<file path="src/rtl/pisos_defs.vh">
// Constants for the eight-stage parallel-load serial-out shifter
// What this block does
// - Low shift_not_load loads parallel inputs into stages
// - Load is transparent while shift_not_load stays low
// - During load serial output equals last input
// - No qualifying edge: stages hold their value
// - Qualifying edge shifts; serial input enters first
// - Last stage value is dropped on shift
// - Outputs show last stage and its complement
// - High clock_inhibit blocks clock edges; its own rising edge shifts only while clock is low
// - Clock and clock_inhibit are interchangeable edge sources
// - Data moves toward the serial output end
// - Stages have no reset, start unknown
// - Exactly eight one-bit stages, eight parallel inputs
`ifndef PISOS_DEFS_VH
`define PISOS_DEFS_VH

// =====================================================
// Shift chain
`define PISOS_STAGES 8
`define PISOS_LAST 7

// =====================================================
// Output FIFO
`define PISOS_FIFO_WIDTH 1
`define PISOS_FIFO_DEPTH 8
`define PISOS_FIFO_AW 3

`endif

</file>
<file path="src/rtl/pisos_fifo.v">
// Small synchronous FIFO with valid and ready on both sides
`timescale 1ns/1ps
`default_nettype none

module pisos_fifo #(
  parameter WIDTH = 1,
  parameter DEPTH = 8,
  parameter AW = 3
) (
  input wire ref_clk_i,
  input wire srst_i,
  input wire in_valid_i,
  output wire in_ready_o,
  input wire [WIDTH-1:0] in_data_i,
  output wire out_valid_o,
  input wire out_ready_i,
  output wire [WIDTH-1:0] out_data_o
);

  reg [WIDTH-1:0] mem_reg [0:DEPTH-1];
  reg [AW-1:0] wr_ptr_reg;
  reg [AW-1:0] rd_ptr_reg;
  reg [AW-1:0] rd_ptr_next;
  reg [AW:0] count_reg;
  reg [AW:0] count_next;
  reg out_valid_reg;
  reg [WIDTH-1:0] out_data_reg;
  wire push;
  wire pop;

  // Wrapping pointer step
  function [AW-1:0] ptr_step;
    input [AW-1:0] ptr;
    begin
      ptr_step = (ptr == DEPTH[AW-1:0] - 1'b1) ? {AW{1'b0}} : ptr + 1'b1;
    end
  endfunction

  // Full from the count; valid and data come from flops
  assign in_ready_o = (count_reg != DEPTH[AW:0]);
  assign out_valid_o = out_valid_reg;
  assign out_data_o = out_data_reg;
  assign push = in_valid_i & in_ready_o;
  assign pop = out_valid_reg & out_ready_i;

  // =====================================================
  // Next read pointer and word count
  always @*
  begin
    rd_ptr_next = rd_ptr_reg;
    if (pop)
    begin
      rd_ptr_next = ptr_step(rd_ptr_reg);
    end
    count_next = count_reg;
    if (push && !pop)
    begin
      count_next = count_reg + 1'b1;
    end
    else if (pop && !push)
    begin
      count_next = count_reg - 1'b1;
    end
  end

  // =====================================================
  // Storage, unreset
  always @(posedge ref_clk_i)
  begin
    if (push)
    begin
      mem_reg[wr_ptr_reg] <= in_data_i;
    end
  end

  // =====================================================
  // Pointers and count
  always @(posedge ref_clk_i)
  begin
    if (srst_i)
    begin
      wr_ptr_reg <= {AW{1'b0}};
      rd_ptr_reg <= {AW{1'b0}};
      count_reg <= {(AW+1){1'b0}};
      out_valid_reg <= 1'b0;
    end
    else
    begin
      if (push)
      begin
        wr_ptr_reg <= ptr_step(wr_ptr_reg);
      end
      rd_ptr_reg <= rd_ptr_next;
      count_reg <= count_next;
      out_valid_reg <= (count_next != {(AW+1){1'b0}});
    end
  end

  // Head word, bypassed when the write lands on the next read slot
  always @(posedge ref_clk_i)
  begin
    if (push && (rd_ptr_next == wr_ptr_reg))
    begin
      out_data_reg <= in_data_i;
    end
    else
    begin
      out_data_reg <= mem_reg[rd_ptr_next];
    end
  end

endmodule // pisos_fifo

`default_nettype wire

</file>
<file path="src/rtl/pisos_shifter.v">
// Eight-stage parallel-load shift register with serial output stream
`timescale 1ns/1ps
`default_nettype none
`include "pisos_defs.vh"

module pisos_shifter (
  input wire ref_clk_i,
  input wire srst_i,
  input wire [`PISOS_STAGES-1:0] par_data_i,
  input wire serial_in_i,
  input wire shift_not_load_i,
  input wire shift_clk_i,
  input wire clock_inhibit_i,
  output wire serial_out_o,
  output wire serial_out_n_o,
  output wire shift_ready_o,
  output wire drop_valid_o,
  input wire drop_ready_i,
  output wire drop_data_o
);

  reg [`PISOS_STAGES-1:0] stage_reg;
  reg [`PISOS_STAGES-1:0] stage_next;
  reg serial_out_reg;
  reg serial_out_n_reg;
  reg clk_prev_reg;
  reg inh_prev_reg;
  reg ready_reg;
  wire fifo_ready;
  wire shift_event;

  // Rising edge of one source while the other sits low
  function edge_ok;
    input cur;
    input prev;
    input other;
    begin
      edge_ok = cur & ~prev & ~other;
    end
  endfunction

  // =====================================================
  // Edge qualification; live FIFO room also gates, as ready_reg lags a cycle
  assign shift_event = shift_not_load_i & ready_reg & fifo_ready &
    (edge_ok(shift_clk_i, clk_prev_reg, clock_inhibit_i) |
     edge_ok(clock_inhibit_i, inh_prev_reg, shift_clk_i));

  always @(posedge ref_clk_i)
  begin
    if (srst_i)
    begin
      clk_prev_reg <= 1'b0;
      inh_prev_reg <= 1'b0;
      ready_reg <= 1'b0;
    end
    else
    begin
      clk_prev_reg <= shift_clk_i;
      inh_prev_reg <= clock_inhibit_i;
      ready_reg <= fifo_ready;
    end
  end

  // =====================================================
  // Next stage value: load, shift or hold
  always @*
  begin
    stage_next = stage_reg;
    if (!shift_not_load_i)
    begin
      stage_next = par_data_i;
    end
    else if (shift_event)
    begin
      // Serial in enters stage 0, stage 7 drops out
      stage_next = {stage_reg[`PISOS_LAST-1:0], serial_in_i};
    end
  end

  // Stages carry no reset
  always @(posedge ref_clk_i)
  begin
    stage_reg <= stage_next;
  end

  // Registered true and inverted outputs
  always @(posedge ref_clk_i)
  begin
    serial_out_reg <= stage_next[`PISOS_LAST];
    serial_out_n_reg <= ~stage_next[`PISOS_LAST];
  end

  assign serial_out_o = serial_out_reg;
  assign serial_out_n_o = serial_out_n_reg;
  assign shift_ready_o = ready_reg;

  // =====================================================
  // Bits leaving the chain are streamed out
  pisos_fifo #(
    .WIDTH(`PISOS_FIFO_WIDTH),
    .DEPTH(`PISOS_FIFO_DEPTH),
    .AW(`PISOS_FIFO_AW)
  ) u_fifo (
    .ref_clk_i(ref_clk_i),
    .srst_i(srst_i),
    .in_valid_i(shift_event),
    .in_ready_o(fifo_ready),
    .in_data_i(stage_reg[`PISOS_LAST]),
    .out_valid_o(drop_valid_o),
    .out_ready_i(drop_ready_i),
    .out_data_o(drop_data_o)
  );

endmodule // pisos_shifter

`default_nettype wire

</file>
<file path="config.mk">
export PLATFORM = sky130hd
export DESIGN_NAME = pisos_shifter
export DESIGN_NICKNAME = d
export VERILOG_FILES = /design/src/rtl/pisos_fifo.v /design/src/rtl/pisos_shifter.v
export VERILOG_INCLUDE_DIRS = /design/src /design/src/rtl
export SDC_FILE = /design/constraint.sdc
export NUM_CORES = 1
export LEC_CHECK = 0
export ABC_AREA = 1
export ABC_CLOCK_PERIOD_IN_PS = 2200
export BUFFER_PORTS_ARGS = -buffer_cell sky130_fd_sc_hd__buf_2
export CELL_PAD_IN_SITES_DETAIL_PLACEMENT = 1
export CELL_PAD_IN_SITES_GLOBAL_PLACEMENT = 2
export CORE_MARGIN = 2
export CORE_UTILIZATION = 34
export CTS_CLUSTER_SIZE = 10
export DETAILED_ROUTE_END_ITERATION = 8
export HOLD_SLACK_MARGIN = 0.06
export PLACE_DENSITY_LB_ADDON = 0.1
export SLEW_MARGIN = 20
export SYNTH_ARGS = -nofsm -noshare
export SYNTH_HDL_FRONTEND = slang
export SYNTH_SLANG_ARGS = --single-unit
</file>
<file path="constraint.sdc">
create_clock -name ref_clk_i -period 2.2 [get_ports ref_clk_i]
set_input_delay 0.11 -clock ref_clk_i [delete_from_list [all_inputs] [get_ports ref_clk_i]]
set_output_delay 0.11 -clock ref_clk_i [all_outputs]
set_load 0.05 [all_outputs]
</file>
==> results.py <==
metrics = {
    "status": {
        "status": "finished clean",
    },
    "power": {
        "combPwrFrac_pct": 26.9,
        "switching_power_w": 0.000694,
        "p_int_w": 0.00141,
        "power_leakage_nw": 0.883,
        "switching_share_pct": 33.0,
        "ir_drop_v": 0.000439,
        "pwr-share-seq_pct": 40.1,
        "p_per_area_nw_per_um2": 1130,
        "pwr-share-clk_pct": 33.0,
    },
    "clock_tree": {
        "clk_pin_slew_ns": 0.07,
        "clk_latency_ns": 0.29,
        "cts-root-buf": "clkbuf_8",
        "cts_tree": "done",
        "cts_sinks": 34,
        "numCtsBuffers": 5,
        "cts.path.max_buffers": 2,
        "cts_setup_buffers": 0,
        "cts_max_level": 2,
        "ctsResizeCount": 0,
        "cts_hold_buf": 3,
    },
    "setup_path": {
        "required_ns": 2.17,
        "crit_chain": "inv_1 -> ha_1 -> nand2_1 -> nor2_2 -> nor2_2 -> nand2_4 -> inv_2 -> nand2_1 -> nor3_1",
        "max_stage_delay_ns": 0.39,
        "crit_path_start_kind": "flip-flop",
        "worstPathArrival_ns": 1.94,
        "path_buf_inv": 2,
        "critical_path.top_delay_family": "simple AND/OR/NAND/NOR gates",
        "worst_setup_path_end_kind": "flip-flop",
        "crit_type": "flip-flop to flip-flop",
        "critPathMaxFanout": 13,
        "cp_slowest_cell": "dfxtp_1",
    },
    "synth": {
        "synthesis.area_um2": 1550,
        "synthMuxAreaShare_pct": 0.725,
        "synth_ff_type": "dfxtp_1",
        "yosys-top-cells-area": "edfxtp_1 29%, dfxtp_1 24%, nand2_1 9.2%",
        "yosysMostFrequentCell": "nand2_1",
        "syn_inst": 178,
        "post_synth_and_or_nand_nor_area_fraction_pct": 22.9,
        "avgSynthCellArea_um2": 8.72,
        "yosysWarningCount": 0,
        "ys_seq_elements": 34,
        "synth_nets": 200,
        "synth_top_area_share_pct": 29.0,
        "synth-xor-area-share_pct": 0.564,
        "synth_edf_count": 15,
        "seq_area_frac_synth_pct": 53.5,
        "synth_top_family_by_area": "simple AND/OR/NAND/NOR gates",
        "yosys.area_share.adder_pct": 5.64,
        "yosysTopAreaCell": "edfxtp_1",
        "async_flop_share_pct": 0,
        "synthTopCellsByCount": "38 x nand2_1, 28 x inv_1, 20 x nor2_1",
        "ys_types": 26,
        "synth-compound-area-share_pct": 8.22,
    },
    "floorplanning": {
        "die_area_um2": 5120,
        "start_util_pct": 35.4,
        "die_w_um": 71.6,
        "die_h_um": 71.6,
        "coreArea_um2": 4380,
        "rows": 24,
        "num_io_pins": 20,
    },
    "placed_design": {
        "place_congestion": 0.758,
        "dp_hpwl_mm": 2.34,
        "port_buffers": 19,
        "postPlaceCellArea_um2": 1690,
        "dp.cells": 246,
    },
    "global_routing": {
        "antenna_found_initial": 0,
        "grt_pass1_wl_mm": 5.22,
        "grt-ovfl-total": 0,
        "grt_max_degree": 14,
        "grt_pass1_vias": 1203,
        "track_usage_pct": 13.3,
    },
    "drt": {
        "num_vias": 1201,
        "drc": 0,
        "routedWlPerCell_um": 12.1,
        "wl_mm": 3.11,
        "drt-vias-per-instance": 4.67,
        "dr.pass1.iters": 3,
        "drt_iter0_markers": 33,
        "ant_nets": 0,
    },
    "timing": {
        "fmax_mhz": 507,
        "fin_skew_ns": 0.00575,
        "rsz0062_at_grt": "false",
        "setup-violations-final": 0,
        "setup_tns_ns": 0,
        "period_share_pct": 89.6,
        "max_slew.worst_pin.slew_ns": 0.305,
        "final.min_clock_period_ns": 1.97,
        "relSlewSlack_pct": 79.6,
        "slew_violations": 0,
        "hold_viol_final": 0,
    },
    "final_layout": {
        "multi_input_area_um2": 591,
        "syn_to_final_growth_pct": 19.7,
        "drive_above_1_share_pct": 17.6,
        "stdcell_area_um2": 1860,
        "final_util_pct": 42.4,
        "final_cells": 257,
        "largest_reg_flops": 8,
        "diodes": 0,
        "regArea_um2": 831,
        "nNetsFinal": 226,
        "fill_cells": 540,
    },
    "job": {
        "drv_cap": 0,
    },
    "hold_path": {
        "hold_class": "primary input to flip-flop",
    },
}
worst register-to-register path: stages (launching register included):
cell and delay [ns]:
dfxtp_1 0.39, inv_1 0.10, ha_1 0.20, nand2_1 0.08
nor2_2 0.04, nor2_2 0.16, nand2_4 0.14, inv_2 0.17
nand2_1 0.13, nor3_1 0.26
worst paths after layout:
kind / startpoint / end / slack, ns / cells after the start
setup / recovery: u_fifo.count_reg[0] / u_fifo.mem_reg[4] / 0.23 / 9
hold reg to reg: u_fifo.rd_ptr_reg[0] / flip-flop / 0.53 / 2
hold / removal: serial_in_i / stage_reg[0] / 0.12 / 3
setup reg to reg: u_fifo.count_reg[0] / u_fifo.mem_reg[4] / 0.23 / 9
power groups by stage:
stage | Clock [W] | Sequential (W) | Combinational (W)
after floorplan | 0 | 0.000896 | 0.000390
final | 0.000694 | 0.000844 | 0.000565
after CTS | 0.000719 | 0.000846 | 0.000575
after global placement | 0 | 0.000856 | 0.000552
after detailed placement | 0 | 0.000861 | 0.000567
after global routing | 0.000741 | 0.000862 | 0.000639
stage by stage:
| step | total power, W | hold slack (ns) | worst slack (ns) |
|---|---|---|---|
| after floorplan | 0.00129 | 0.235 | 0.470 |
| after global placement | 0.00141 | 0.341 | 0.402 |
| after detailed placement | 0.00143 | 0.360 | 0.215 |
| after CTS | 0.00214 | 0.112 | 0.205 |
| after global routing | 0.00224 | 0.122 | 0.0876 |
| final | 0.00210 | 0.115 | 0.228 |
cell families after synthesis:
kind of cell | Yosys count
compound gates | 22
xor+xnor | 1
fa+ha+maj | 7
buf+inv | 32
flops | 34
mux | 1
simple gates | 81
cell usage in the layout (no fill, tap or decap):
master	n
nor2_2	2
mux2_2	1
nand2_4	1
clkbuf_8	5
a22oi_1	1
clkinv_4	1
xnor2_1	1
a21oi_1	2
o21ai_0	14
o211a_1	1
nand3_2	2
or2_2	2
ha_1	7
dlygate4sd3_1	3
o21ai_1	1
nand3_1	8
bufinv_16	2
o32ai_1	2
inv_2	1
nand4_1	1
inv_1	28
nor2_1	20
nor3_1	7
dfxtp_1	19
nand2_1	38
o21a_1	1
buf_2	19
edfxtp_1	15
area by class of cell:
class / count / share of cell area, %
Clock inverter: 3 / 3.70
Timing Repair Buffer: 22 / 6.73
Tap cell: 52 / 3.50
Inverter: 29 / 5.86
Sequential cell: 34 / 44.7
Clock buffer: 5 / 3.70
Multi-Input combinational cell: 112 / 31.8
layer usage:
| metal | GRT usage, % | wire, um | vias up |
|---|---|---|---|
| met3 | 4.64 | 114 | 5 |
| li1 | - | - | 625 |
| met5 | 0 | 0 | - |
| met1 | 15.3 | 1450 | 557 |
| met4 | 5.03 | 47 | 0 |
| met2 | 22.6 | 1500 | 14 |
Note: power is estimated with default switching activity, not from simulation.
